File: config.mk
export PLATFORM = sky130hd
export DESIGN_NAME = wasb_top
export DESIGN_NICKNAME = d
export VERILOG_FILES = /design/src/hdl/wasb_top.v /design/src/hdl/wasb_sync.v /design/src/hdl/wasb_edge_field.v
export VERILOG_INCLUDE_DIRS = /design/src /design/src/hdl
export SDC_FILE = /design/constraint.sdc
export NUM_CORES = 1
export LEC_CHECK = 0
export ABC_CLOCK_PERIOD_IN_PS = 3800
export BUFFER_PORTS_ARGS = -buffer_cell sky130_fd_sc_hd__buf_2
export CAP_MARGIN = 0
export CORE_AREA = 2 2 124 126
export CTS_CLUSTER_SIZE = 28
export DETAILED_ROUTE_END_ITERATION = 16
export DIE_AREA = 0 0 126 128
export SLEW_MARGIN = 20
export SYNTH_ARGS = -nofsm -noshare
export SYNTH_HDL_FRONTEND = slang
export SYNTH_HIERARCHICAL = 1
export SYNTH_SLANG_ARGS = --single-unit
File: constraint.sdc
create_clock -name clk_sys_i -period 3.8 [get_ports clk_sys_i]
set_input_delay 0.38 -clock clk_sys_i [delete_from_list [all_inputs] [get_ports clk_sys_i]]
set_output_delay 0.38 -clock clk_sys_i [all_outputs]
set_load 0.05 [all_outputs]
File: src/hdl/wasb_defines.vh
// register indices, field positions and codes for the wake/activity status bank
`ifndef WASB_DEFINES_VH
`define WASB_DEFINES_VH

// port select of the index/data pair
`define WASB_PORT_INDEX      1'b0
`define WASB_PORT_DATA       1'b1

// register indices
`define WASB_IDX_ST_MISC     8'h56
`define WASB_IDX_ST_EDGE     8'h57
`define WASB_IDX_ST_DMA_IRQ  8'h58
`define WASB_IDX_ST_CARD     8'h59
`define WASB_IDX_PIN_LOW     8'h5A
`define WASB_IDX_PIN_HIGH    8'h5B
`define WASB_IDX_CS_EN       8'h60

// reset values
`define WASB_RST_BYTE        8'h00
`define WASB_RST_EDGE        2'h0

// edge logic waits for two sync stages plus one previous sample after reset
`define WASB_SETTLE_W        3

// misc status bits
`define WASB_BIT_RING        2
`define WASB_BIT_ALARM       1
`define WASB_BIT_SUSPEND     0
`define WASB_MISC_W          3

// edge status field lsb positions
`define WASB_LSB_MAINS       6
`define WASB_LSB_BATLOW2     4
`define WASB_LSB_BATLOW1     2
`define WASB_LSB_BATLOW0     0

// edge field codes
`define WASB_EDGE_NONE       2'h0
`define WASB_EDGE_FALL       2'h1
`define WASB_EDGE_RISE       2'h2
`define WASB_EN_FALL_BIT     0
`define WASB_EN_RISE_BIT     1

// dma/irq status fields
`define WASB_LSB_DMA         6
`define WASB_LSB_IRQ         0
`define WASB_DMA_W           2
`define WASB_IRQ_W           6

// card status bits
`define WASB_LSB_CARD        0
`define WASB_CARD_W          7

// general pin status
`define WASB_PIN_LO_W        8
`define WASB_PIN_HI_W        7
`define WASB_PIN_W           15

// chip-select enable fields
`define WASB_LSB_CS_LEVEL    4
`define WASB_LSB_CS_EN       0
`define WASB_CS_W            4

`endif

File: src/hdl/wasb_top.v
// wake-up source status and chip-select activity enable register bank
`timescale 1ns/100ps
`include "wasb_defines.vh"
module wasb_top (
    input  wire                       clk_sys_i,
    input  wire                       rst_b_i,
    input  wire                       ce_i,
    // index/data i/o pair
    input  wire                       io_sel_i,
    input  wire                       io_port_i,
    input  wire                       io_wr_i,
    input  wire                       io_rd_i,
    input  wire [7:0]                 io_wdata_i,
    output wire [7:0]                 io_rdata_o,
    // power state from the power manager, same clock
    input  wire                       asleep_i,
    // wake enables held elsewhere, same clock
    input  wire [`WASB_MISC_W-1:0]    misc_wake_en_i,
    input  wire [7:0]                 edge_wake_en_i,
    input  wire [7:0]                 dma_irq_wake_en_i,
    input  wire [`WASB_CARD_W-1:0]    card_wake_en_i,
    // asynchronous wake pins
    input  wire                       ring_in_b_i,
    input  wire                       mains_present_input_i,
    input  wire [2:0]                 battery_low_i,
    input  wire [`WASB_DMA_W-1:0]     prog_dma_req_i,
    input  wire [`WASB_IRQ_W-1:0]     prog_int_req_i,
    // same-clock event pulses; all but pin_evt_i can wake, pin events only set flags
    input  wire                       alarm_irq_i,
    input  wire                       suspend_pin_evt_i,
    input  wire [`WASB_CARD_W-1:0]    card_evt_i,
    input  wire [`WASB_PIN_W-1:0]     pin_evt_i,
    // general select decode hits, same clock pulses, bit 0 is decode A
    input  wire [`WASB_CS_W-1:0]      general_select_decode_i,
    output wire                       wake_o,
    output wire                       primary_act_o,
    output wire                       secondary_act_o
);
    localparam SYNC_W = 1 + 1 + 3 + `WASB_DMA_W + `WASB_IRQ_W;
    localparam REQ_W  = `WASB_DMA_W + `WASB_IRQ_W;

    // register state
    reg  [7:0]                 index_ff;
    reg  [7:0]                 rdata_ff;
    reg  [`WASB_MISC_W-1:0]    misc_ff;
    reg  [7:0]                 dma_irq_ff;
    reg  [`WASB_CARD_W-1:0]    card_ff;
    reg  [`WASB_PIN_LO_W-1:0]  pin_lo_ff;
    reg  [`WASB_PIN_HI_W-1:0]  pin_hi_ff;
    reg  [7:0]                 cs_en_ff;
    reg                        ring_prev_ff;
    reg  [REQ_W-1:0]           req_prev_ff;
    reg                        primed_ff;
    reg                        wake_ff;
    reg                        primary_ff;
    reg                        secondary_ff;

    reg  [7:0]                 nxt_rdata;
    wire [SYNC_W-1:0]          pin_sync;
    wire                       ring_s;
    wire                       mains_s;
    wire [2:0]                 batlow_s;
    wire [REQ_W-1:0]           req_s;

    // write decode
    wire                       data_wr;
    wire                       data_rd;
    wire                       wr_misc;
    wire                       wr_edge;
    wire                       wr_dma_irq;
    wire                       wr_card;
    wire                       wr_pin_lo;
    wire                       wr_pin_hi;
    wire                       wr_cs_en;

    // event and clear vectors
    wire [`WASB_MISC_W-1:0]    set_misc;
    wire [`WASB_MISC_W-1:0]    clr_misc;
    wire [REQ_W-1:0]           req_rise;
    wire [7:0]                 set_dma_irq;
    wire [7:0]                 clr_dma_irq;
    wire [`WASB_CARD_W-1:0]    set_card;
    wire [`WASB_CARD_W-1:0]    clr_card;
    wire [`WASB_PIN_LO_W-1:0]  clr_pin_lo;
    wire [`WASB_PIN_HI_W-1:0]  clr_pin_hi;
    wire [7:0]                 edge_field;
    wire [3:0]                 edge_wake;
    wire [3:0]                 edge_clr;
    wire [`WASB_CS_W-1:0]      cs_hit_act;
    wire [`WASB_CS_W-1:0]      cs_level;
    wire [`WASB_CS_W-1:0]      cs_enable;

    // all asynchronous pins pass two flops before use
    wasb_sync #(
        .WIDTH (SYNC_W)
    ) u_pin_sync (
        .clk_sys_i (clk_sys_i),
        .rst_b_i   (rst_b_i),
        .ce_i      (ce_i),
        .async_i   ({ring_in_b_i, mains_present_input_i, battery_low_i,
                     prog_dma_req_i, prog_int_req_i}),
        .sync_o    (pin_sync)
    );

    assign ring_s   = pin_sync[SYNC_W-1];
    assign mains_s  = pin_sync[SYNC_W-2];
    assign batlow_s = pin_sync[REQ_W+2:REQ_W];
    assign req_s    = pin_sync[REQ_W-1:0];

    // accesses to the data port address the indexed register
    assign data_wr    = io_sel_i & io_wr_i & (io_port_i == `WASB_PORT_DATA);
    assign data_rd    = io_sel_i & io_rd_i & (io_port_i == `WASB_PORT_DATA);
    assign wr_misc    = data_wr & (index_ff == `WASB_IDX_ST_MISC);
    assign wr_edge    = data_wr & (index_ff == `WASB_IDX_ST_EDGE);
    assign wr_dma_irq = data_wr & (index_ff == `WASB_IDX_ST_DMA_IRQ);
    assign wr_card    = data_wr & (index_ff == `WASB_IDX_ST_CARD);
    assign wr_pin_lo  = data_wr & (index_ff == `WASB_IDX_PIN_LOW);
    assign wr_pin_hi  = data_wr & (index_ff == `WASB_IDX_PIN_HIGH);
    assign wr_cs_en   = data_wr & (index_ff == `WASB_IDX_CS_EN);

    // a zero written to a flag clears it; a one leaves it alone
    assign clr_misc    = {`WASB_MISC_W{wr_misc}} & ~io_wdata_i[`WASB_MISC_W-1:0];
    assign clr_dma_irq = {8{wr_dma_irq}} & ~io_wdata_i;
    assign clr_card    = {`WASB_CARD_W{wr_card}} & ~io_wdata_i[`WASB_CARD_W-1:0];
    assign clr_pin_lo  = {`WASB_PIN_LO_W{wr_pin_lo}} & ~io_wdata_i;
    assign clr_pin_hi  = {`WASB_PIN_HI_W{wr_pin_hi}} & ~io_wdata_i[`WASB_PIN_HI_W-1:0];

    // single-bit wake sources only count while asleep and enabled
    assign set_misc[`WASB_BIT_RING]    = asleep_i & primed_ff & ring_prev_ff & ~ring_s
                                         & misc_wake_en_i[`WASB_BIT_RING];
    assign set_misc[`WASB_BIT_ALARM]   = asleep_i & alarm_irq_i
                                         & misc_wake_en_i[`WASB_BIT_ALARM];
    assign set_misc[`WASB_BIT_SUSPEND] = asleep_i & suspend_pin_evt_i
                                         & misc_wake_en_i[`WASB_BIT_SUSPEND];

    // request lines wake on their rising edge
    assign req_rise    = {REQ_W{primed_ff}} & req_s & ~req_prev_ff;
    assign set_dma_irq = {8{asleep_i}} & req_rise & dma_irq_wake_en_i;
    assign set_card    = {`WASB_CARD_W{asleep_i}} & card_evt_i & card_wake_en_i;

    // two-bit edge fields: mains, battery-low 2, 1, 0 from top to bottom
    assign edge_clr[3] = wr_edge & (io_wdata_i[`WASB_LSB_MAINS+1:`WASB_LSB_MAINS]
                         == `WASB_EDGE_NONE);
    assign edge_clr[2] = wr_edge & (io_wdata_i[`WASB_LSB_BATLOW2+1:`WASB_LSB_BATLOW2]
                         == `WASB_EDGE_NONE);
    assign edge_clr[1] = wr_edge & (io_wdata_i[`WASB_LSB_BATLOW1+1:`WASB_LSB_BATLOW1]
                         == `WASB_EDGE_NONE);
    assign edge_clr[0] = wr_edge & (io_wdata_i[`WASB_LSB_BATLOW0+1:`WASB_LSB_BATLOW0]
                         == `WASB_EDGE_NONE);

    wasb_edge_field u_mains_field (
        .clk_sys_i (clk_sys_i),
        .rst_b_i   (rst_b_i),
        .ce_i      (ce_i),
        .level_i   (mains_s),
        .asleep_i  (asleep_i),
        .wake_en_i (edge_wake_en_i[`WASB_LSB_MAINS+1:`WASB_LSB_MAINS]),
        .clear_i   (edge_clr[3]),
        .field_o   (edge_field[`WASB_LSB_MAINS+1:`WASB_LSB_MAINS]),
        .wake_o    (edge_wake[3])
    );

    wasb_edge_field u_batlow2_field (
        .clk_sys_i (clk_sys_i),
        .rst_b_i   (rst_b_i),
        .ce_i      (ce_i),
        .level_i   (batlow_s[2]),
        .asleep_i  (asleep_i),
        .wake_en_i (edge_wake_en_i[`WASB_LSB_BATLOW2+1:`WASB_LSB_BATLOW2]),
        .clear_i   (edge_clr[2]),
        .field_o   (edge_field[`WASB_LSB_BATLOW2+1:`WASB_LSB_BATLOW2]),
        .wake_o    (edge_wake[2])
    );

    wasb_edge_field u_batlow1_field (
        .clk_sys_i (clk_sys_i),
        .rst_b_i   (rst_b_i),
        .ce_i      (ce_i),
        .level_i   (batlow_s[1]),
        .asleep_i  (asleep_i),
        .wake_en_i (edge_wake_en_i[`WASB_LSB_BATLOW1+1:`WASB_LSB_BATLOW1]),
        .clear_i   (edge_clr[1]),
        .field_o   (edge_field[`WASB_LSB_BATLOW1+1:`WASB_LSB_BATLOW1]),
        .wake_o    (edge_wake[1])
    );

    wasb_edge_field u_batlow0_field (
        .clk_sys_i (clk_sys_i),
        .rst_b_i   (rst_b_i),
        .ce_i      (ce_i),
        .level_i   (batlow_s[0]),
        .asleep_i  (asleep_i),
        .wake_en_i (edge_wake_en_i[`WASB_LSB_BATLOW0+1:`WASB_LSB_BATLOW0]),
        .clear_i   (edge_clr[0]),
        .field_o   (edge_field[`WASB_LSB_BATLOW0+1:`WASB_LSB_BATLOW0]),
        .wake_o    (edge_wake[0])
    );

    // chip-select decode hits qualified by the enable half
    assign cs_level   = cs_en_ff[`WASB_LSB_CS_LEVEL+`WASB_CS_W-1:`WASB_LSB_CS_LEVEL];
    assign cs_enable  = cs_en_ff[`WASB_LSB_CS_EN+`WASB_CS_W-1:`WASB_LSB_CS_EN];
    assign cs_hit_act = general_select_decode_i & cs_enable;

    // flag, index and enable registers
    always @(posedge clk_sys_i or negedge rst_b_i) begin
        if (!rst_b_i) begin
            index_ff     <= `WASB_RST_BYTE;
            misc_ff      <= {`WASB_MISC_W{1'b0}};
            dma_irq_ff   <= `WASB_RST_BYTE;
            card_ff      <= {`WASB_CARD_W{1'b0}};
            pin_lo_ff    <= {`WASB_PIN_LO_W{1'b0}};
            pin_hi_ff    <= {`WASB_PIN_HI_W{1'b0}};
            cs_en_ff     <= `WASB_RST_BYTE;
            ring_prev_ff <= 1'b0;
            req_prev_ff  <= {REQ_W{1'b0}};
            primed_ff    <= 1'b0;
        end else if (ce_i) begin
            if (io_sel_i && io_wr_i && io_port_i == `WASB_PORT_INDEX)
                index_ff <= io_wdata_i;
            // set is or-ed after the clear, so a same-cycle event survives
            misc_ff    <= (misc_ff & ~clr_misc) | set_misc;
            dma_irq_ff <= (dma_irq_ff & ~clr_dma_irq) | set_dma_irq;
            card_ff    <= (card_ff & ~clr_card) | set_card;
            pin_lo_ff  <= (pin_lo_ff & ~clr_pin_lo)
                          | pin_evt_i[`WASB_PIN_LO_W-1:0];
            pin_hi_ff  <= (pin_hi_ff & ~clr_pin_hi)
                          | pin_evt_i[`WASB_PIN_W-1:`WASB_PIN_LO_W];
            if (wr_cs_en)
                cs_en_ff <= io_wdata_i;
            ring_prev_ff <= ring_s;
            req_prev_ff  <= req_s;
            primed_ff    <= 1'b1;
        end
    end

    // read mux: reserved and unused bits read as zero
    always @* begin
        nxt_rdata = rdata_ff;
        if (io_sel_i && io_rd_i && io_port_i == `WASB_PORT_INDEX) begin
            nxt_rdata = index_ff;
        end else if (data_rd) begin
            case (index_ff)
                `WASB_IDX_ST_MISC:    nxt_rdata = {5'h00, misc_ff};
                `WASB_IDX_ST_EDGE:    nxt_rdata = edge_field;
                `WASB_IDX_ST_DMA_IRQ: nxt_rdata = dma_irq_ff;
                `WASB_IDX_ST_CARD:    nxt_rdata = {1'b0, card_ff};
                `WASB_IDX_PIN_LOW:    nxt_rdata = pin_lo_ff;
                `WASB_IDX_PIN_HIGH:   nxt_rdata = {1'b0, pin_hi_ff};
                `WASB_IDX_CS_EN:      nxt_rdata = cs_en_ff;
                default:              nxt_rdata = `WASB_RST_BYTE;
            endcase
        end
    end

    // read data is registered; reads change no state
    always @(posedge clk_sys_i or negedge rst_b_i) begin
        if (!rst_b_i)
            rdata_ff <= `WASB_RST_BYTE;
        else if (ce_i)
            rdata_ff <= nxt_rdata;
    end

    // activity and wake pulses, one cycle after their cause
    always @(posedge clk_sys_i or negedge rst_b_i) begin
        if (!rst_b_i) begin
            wake_ff      <= 1'b0;
            primary_ff   <= 1'b0;
            secondary_ff <= 1'b0;
        end else if (ce_i) begin
            wake_ff      <= (|set_misc) | (|set_dma_irq) | (|set_card) | (|edge_wake);
            primary_ff   <= |(cs_hit_act & cs_level);
            secondary_ff <= |(cs_hit_act & ~cs_level);
        end
    end

    assign io_rdata_o      = rdata_ff;
    assign wake_o          = wake_ff;
    assign primary_act_o   = primary_ff;
    assign secondary_act_o = secondary_ff;
endmodule // wasb_top

File: src/hdl/wasb_sync.v
// two-flop synchroniser for asynchronous pin inputs
`timescale 1ns/100ps
module wasb_sync #(
    parameter WIDTH = 1
) (
    input  wire             clk_sys_i,
    input  wire             rst_b_i,
    input  wire             ce_i,
    input  wire [WIDTH-1:0] async_i,
    output wire [WIDTH-1:0] sync_o
);
    reg [WIDTH-1:0] meta_ff;
    reg [WIDTH-1:0] sync_ff;

    // first stage feeds only the second stage
    always @(posedge clk_sys_i or negedge rst_b_i) begin
        if (!rst_b_i) begin
            meta_ff <= {WIDTH{1'b0}};
            sync_ff <= {WIDTH{1'b0}};
        end else if (ce_i) begin
            meta_ff <= async_i;
            sync_ff <= meta_ff;
        end
    end

    assign sync_o = sync_ff;
endmodule // wasb_sync

File: src/hdl/wasb_edge_field.v
// one two-bit edge wake status field with its edge detector
`timescale 1ns/100ps
`include "wasb_defines.vh"
module wasb_edge_field (
    input  wire       clk_sys_i,
    input  wire       rst_b_i,
    input  wire       ce_i,
    input  wire       level_i,
    input  wire       asleep_i,
    input  wire [1:0] wake_en_i,
    input  wire       clear_i,
    output wire [1:0] field_o,
    output wire       wake_o
);
    reg        prev_ff;
    reg  [`WASB_SETTLE_W-1:0] primed_ff;
    reg  [1:0] field_ff;
    reg  [1:0] nxt_field;
    wire       rise;
    wire       fall;
    wire [1:0] evt_code;

    // the synchroniser comes out of reset at 0, so a pin already high would look like
    // a rise; edges count only once sync output and previous sample are both settled
    assign rise = primed_ff[`WASB_SETTLE_W-1] & level_i & ~prev_ff;
    assign fall = primed_ff[`WASB_SETTLE_W-1] & ~level_i & prev_ff;
    // only one edge can occur per cycle, so 11 is never produced
    assign evt_code = (asleep_i & rise & wake_en_i[`WASB_EN_RISE_BIT]) ? `WASB_EDGE_RISE :
                      (asleep_i & fall & wake_en_i[`WASB_EN_FALL_BIT]) ? `WASB_EDGE_FALL :
                      `WASB_EDGE_NONE;
    assign wake_o  = (evt_code != `WASB_EDGE_NONE);
    assign field_o = field_ff;

    // first recorded edge is kept; a new edge beats a same-cycle clear
    always @* begin
        nxt_field = field_ff;
        if (clear_i)
            nxt_field = `WASB_EDGE_NONE;
        if (wake_o && (clear_i || field_ff == `WASB_EDGE_NONE))
            nxt_field = evt_code;
    end

    always @(posedge clk_sys_i or negedge rst_b_i) begin
        if (!rst_b_i) begin
            prev_ff   <= 1'b0;
            primed_ff <= {`WASB_SETTLE_W{1'b0}};
            field_ff  <= `WASB_RST_EDGE;
        end else if (ce_i) begin
            prev_ff   <= level_i;
            primed_ff <= {primed_ff[`WASB_SETTLE_W-2:0], 1'b1};
            field_ff  <= nxt_field;
        end
    end
endmodule // wasb_edge_field

* After elaboration in Yosys (flattened, before gate mapping)
Index checks and enable logic that the tools add are counted.
** Storage, ports and cells
- Output and inout bits :: 11
- Word-level logic and storage cells :: 198
- Input port bits :: 83
- Register bits after elaboration :: 120
** Operators by class
- Mux-type cells :: 19
- Reductions and logical operators :: 42
- Bitwise gates (word level) :: 102
- Eq/ne operators :: 7
** Operators with widths (number)
- 8-bit bitwise AND :: 8
- 8-bit by 7-bit == test with 1-bit output, second input constant :: 7
- 8-bit one-hot mux with 7 select lines :: 1
- 1-bit bitwise AND :: 55
- 7-bit bitwise AND :: 6
- 8-bit NOT :: 4
- 2-bit two-way mux :: 12
- 7-bit NOT :: 3
- 2-bit nonzero test :: 9
- 2-bit logical NOT :: 8
- 8-bit two-way mux :: 2
- 8-bit OR :: 2
- 7-bit OR :: 2
- 2-bit AND reduction :: 7
- 4-bit bitwise AND :: 3
- 4-bit OR reduction :: 3
- 1-bit NOT :: 10
- 1-bit logical AND :: 8
- 8-bit OR reduction :: 1
- 7-bit OR reduction :: 1
- 3-bit bitwise AND :: 2
- 3-bit NOT :: 2
- 1-bit logical OR :: 4
- 1-bit two-way mux :: 4
- 4 further kinds :: 6

* Depth between registers and ports, before layout
- Word-level depth :: 11
- Mapped depth :: 8
- Depth with buffers taken out :: 7

* Hierarchy
The synthesis kept the hierarchy.
** Modules (own cells, without submodules)
- wasb_top :: cells each 363, area an instance 3612.2 sq um, sequential area each 1751.7 sq um, times used 1
- wasb_edge_field :: cells each 23, area an instance 276.5 sq um, sequential area each 150.1 sq um, times used 4
- wasb_sync :: cells each 55, area an instance 1069.8 sq um, sequential area each 650.6 sq um, times used 1

* Worst setup path after synthesis
Ideal clock, no wire load.
- Path kind :: register to register
- Start point :: register index_ff[7]
- End point :: register u_batlow0_field.field_ff[0] (netlist: u_batlow0_field/field_o[0])
- Arrival time :: 1.470 ns
- Setup time :: 0.121 ns
- Clock period less this slack :: 1.590 ns
- Stages on the path, launching flop included :: 9
- Path buffers :: 1
- Data required time :: 3.679 ns
- Setup slack :: 2.210 ns
- Cell sequence :: dfrtp_1 -> nand4bb_1 -> buf_6 -> nor2_2 -> nand3_1 -> nor3_1 -> nand2_1 -> a21oi_1 -> nor2_1
** On the way
- Cells in the longest elaborated chain, start to end :: 7
- Elaborated cells between the ends (all ways) :: 8
- Classes of those cells :: 1 x eq/ne; 1 x mux; 2 x bitwise; 4 x reduce/logical
** Ends and longest elaborated chain
- start: declaration :: RTL line wasb_top.v:43 : reg [7:0] index_ff;
- start signal: assignment :: RTL line wasb_top.v:207 : index_ff <= `WASB_RST_BYTE;
- start signal: assignment :: RTL line wasb_top.v:219 : index_ff <= io_wdata_i;
- 8-bit by 7-bit == test with 1-bit output *
- 1-bit bitwise AND * :: RTL line wasb_top.v:114 : assign wr_edge = data_wr & (index_ff == `WASB_IDX_ST_EDGE);
- 1-bit bitwise AND * :: RTL line wasb_top.v:148 : assign edge_clr[0] = wr_edge & (io_wdata_i[`WASB_LSB_BATLOW0+1:`WASB_LSB_BATLOW0]
- named net edge_clr[0] :: RTL line wasb_top.v:88 : wire [3:0] edge_clr;
- 1-bit logical OR (no line)
- 1-bit logical AND :: RTL line wasb_edge_field.v:39 : if (wake_o && (clear_i || field_ff == `WASB_EDGE_NONE))
- 2-bit nonzero test (no line)
- 2-bit AND reduction (no line)
- end signal: assignment :: RTL line wasb_edge_field.v:47 : field_ff <= `WASB_RST_EDGE;
- end signal: assignment :: RTL line wasb_edge_field.v:51 : field_ff <= nxt_field;
- end: declaration :: RTL line wasb_edge_field.v:17 : reg [1:0] field_ff;
The timed path passes the listed nets; every way through them passes the cells marked *.
A chain may end at the register's enable or synchronous reset.

* Final worst setup path
- Start point :: register index_ff[0]
- End point :: register u_batlow0_field.field_ff[0] (netlist: u_batlow0_field/field_o[0])
The elaborated chain is that of the path after synthesis.

==> results.cfg <==
[route]
routed_wl_mm = 15.45
viasPerCell = 5.538
routedWlPerCell_um = 19.15
first_pass_iters = 5
drc_errors = 0
antenna_left = 0
vias = 4469
initialDrtViolationCount = 339

[placed_design]
dp_hpwl_mm = 10.96
gp_congestion = 0.8731
post-place-ws_ns = 1.513
port-buffer-count = 93
placed_area_um2 = 6372

[yosys]
yosys-top-cells-count = 120 x dfrtp_1, 71 x nand2_1, 34 x mux2_2
synth.top_cells.by_area = dfrtp_1 52%, mux2_4 7.3%, mux2_2 6.6%
synth_top_area_cell = dfrtp_1
netlist_instances = 510
yosysTopAreaCellShare = 0.5188
yosysSeqAreaShare = 0.5188
synth_nets = 593
synth.avg_cell_area_um2 = 11.35
syn_area_um2 = 5788
synthArstFlopShare = 1.000
synth_edf_count = 0
yosys_warnings = 6
ys_ff_latch = 120
yosys_most_used_dff = dfrtp_1
synth_cell_types = 65
synth.most_common_cell = dfrtp_1

[critical_path]
max_stage_delay_ns = 0.83
r2r_setup_slack_ns = 1.45
crit_type = reg -> reg
path_cells = nand2_1, nor2_2, nand3_1, nor3_1, nand2b_1, a31oi_1, nor2_1
arrival_ns = 2.69
cp_max_fo = 22
r2r_cells = 7
critPathRequiredTime_ns = 4.14
crit_slowest_cell = dfrtp_1
end_kind = flip-flop
start_kind = flip-flop

[clocking]
clkTransAtPathRegs_ns = 0.06
clock_latency_ns = 0.42
cts_inserted_buffers = 17
ctsRootBufferMaster = clkbuf_16
cts_tree = yes
ctsHtreeMaxLevel = 4
cts_hold_buf = 0
cts.sinks = 120
postCtsSetupBuffers = 0
cts_resized = 0
clockBufferDepth = 2

[outcome]
status = finished, final reports clean

[worst_hold_path]
hp-class = in -> async

[final_layout]
drive_gt1_frac = 0.3441
antenna-diode-count = 0
final_nets = 689
final_core_util = 0.4670
fin_area_um2 = 6942
area_delta_synth_final_pct = 19.93

[timing]
fin_ws_ns = 1.450
timing.hold.ws_ns = 0.02210
hold_viol = 0
setup_viol = 0
relSlewSlack = 0.4923
fin_worst_skew_ns = 0.006709
rsz0062_at_grt = false
tightest_slew_ns = 0.7616
period_share = 0.6184
drv_slew = 0
fmax_ghz = 0.4256
finalSetupTns_ns = 0
min_period_ns = 2.350

[grt]
grt_util_all_layers = 0.1973
overflow = 0
grt_max_degree = 121
grt_pass1_wl_mm = 24.64
grt_pass1_vias = 4561
antenna_found_initial = 0

[floorplanning]
die_w_um = 126
initial_core_util = 0.3894
core_area_um2 = 14860
die_area_um2 = 16130
die_h_um = 128
num_rows = 45
top_level_ports = 94

[pwr]
p_leak_uw = 0.002964
ir_drop_mv = 0.3505
p_per_area_nw_per_um2 = 549.8

[job]
maxCapViolCount = 0
-- per-stage QoR --
| stage | cells | power, µW |
|---|---|---|
| floorplan | 510 | 2064 |
| global placement | 775 | 2262 |
| detailed placement | 775 | 2292 |
| CTS | 807 | 3844 |
| global route | 807 | 3991 |
| finish | 807 | 3817 |
-- logic make-up (layout without fill, tap and decap cells) --
group,after synthesis,after routing,synth area share
muxes,66,66,0.1459
buffers and inverters,21,130,0.02767
AOI/OAI and AO/OA,125,125,0.1358
and+or+nand+nor,178,178,0.1719
DFF,120,120,0.5188
-- layer usage --
layer	part of all wire	track usage	up-vias
met3	0.066	0.05551	14
met5	0	0	-
met1	0.46	0.2722	2239
met2	0.46	0.3065	139
li1	-	-	2077
met4	0.013	0.05495	0
-- power by group --
| group | total, µW | leakage [µW] | internal, µW | switching, µW |
|---|---|---|---|---|
| combinational | 638 | 0.00138 | 287 | 351 |
| sequential | 1630 | 0.00130 | 1460 | 176 |
| clock | 1540 | 0.000276 | 952 | 593 |
| total | 3820 | 0.00296 | 2700 | 1120 |
-- worst paths after layout --
check	start	to
worst min-delay path	rst_b_i	secondary_act_o
max in group asynchronous	rst_b_i	misc_ff[0]
worst max register to register	index_ff[0]	u_batlow0_field/field_o[0]
worst max-delay path	index_ff[0]	u_batlow0_field/field_o[0]
worst min register to register	u_mains_field/primed_ff[0]	u_mains_field/primed_ff[0]
min in group clk_sys_i	pin_evt_i[12]	pin_hi_ff[4]
-- final cells by class --
class	instances	area [µm²]
sequential	120	3003
inverter	3	11.26
timing repair buffer	95	498.0
clock inverter	10	95.09
fill	1408	7923
tap	188	235.2
multi-input combinational	369	2625
clock buffer	22	474.2
-- state kept, by name, summed over array words and instances, names as in the netlist, 2 cells and up --
signal                     count
card_ff                        7
cs_en_ff                       8
dma_irq_ff                     8
index_ff                       8
io_rdata_o                     8
misc_ff                        3
pin_hi_ff                      7
pin_lo_ff                      8
req_prev_ff                    8
u_batlow0_field/field_o        2
u_batlow0_field/primed_ff      3
u_batlow1_field/field_o        2
u_batlow1_field/primed_ff      3
u_batlow2_field/field_o        2
u_batlow2_field/primed_ff      3
u_mains_field/field_o          2
u_mains_field/primed_ff        3
u_pin_sync/meta_ff            13
u_pin_sync/sync_o             13
-- critical path, delay by kind of cell (launching register included) --
kind | cells | cell delay, ns
compound gates | 1 | 0.08
flops | 1 | 0.83
simple gates | 6 | 1.37
-- cell usage in the layout (no fill, tap or decap), types with 9 or more instances in the layout --
| master | instances |
|---|---|
| mux2_4 | 28 |
| a21oi_1 | 12 |
| a31oi_1 | 19 |
| mux2_2 | 34 |
| nor2_1 | 21 |
| nand3_1 | 16 |
| o21ai_1 | 33 |
| clkbuf_16 | 17 |
| o21ai_0 | 20 |
| nand2_1 | 71 |
| nor3_1 | 9 |
| buf_2 | 91 |
| nand2b_1 | 9 |
| dfrtp_1 | 120 |
(Power assumes the default switching activity.)
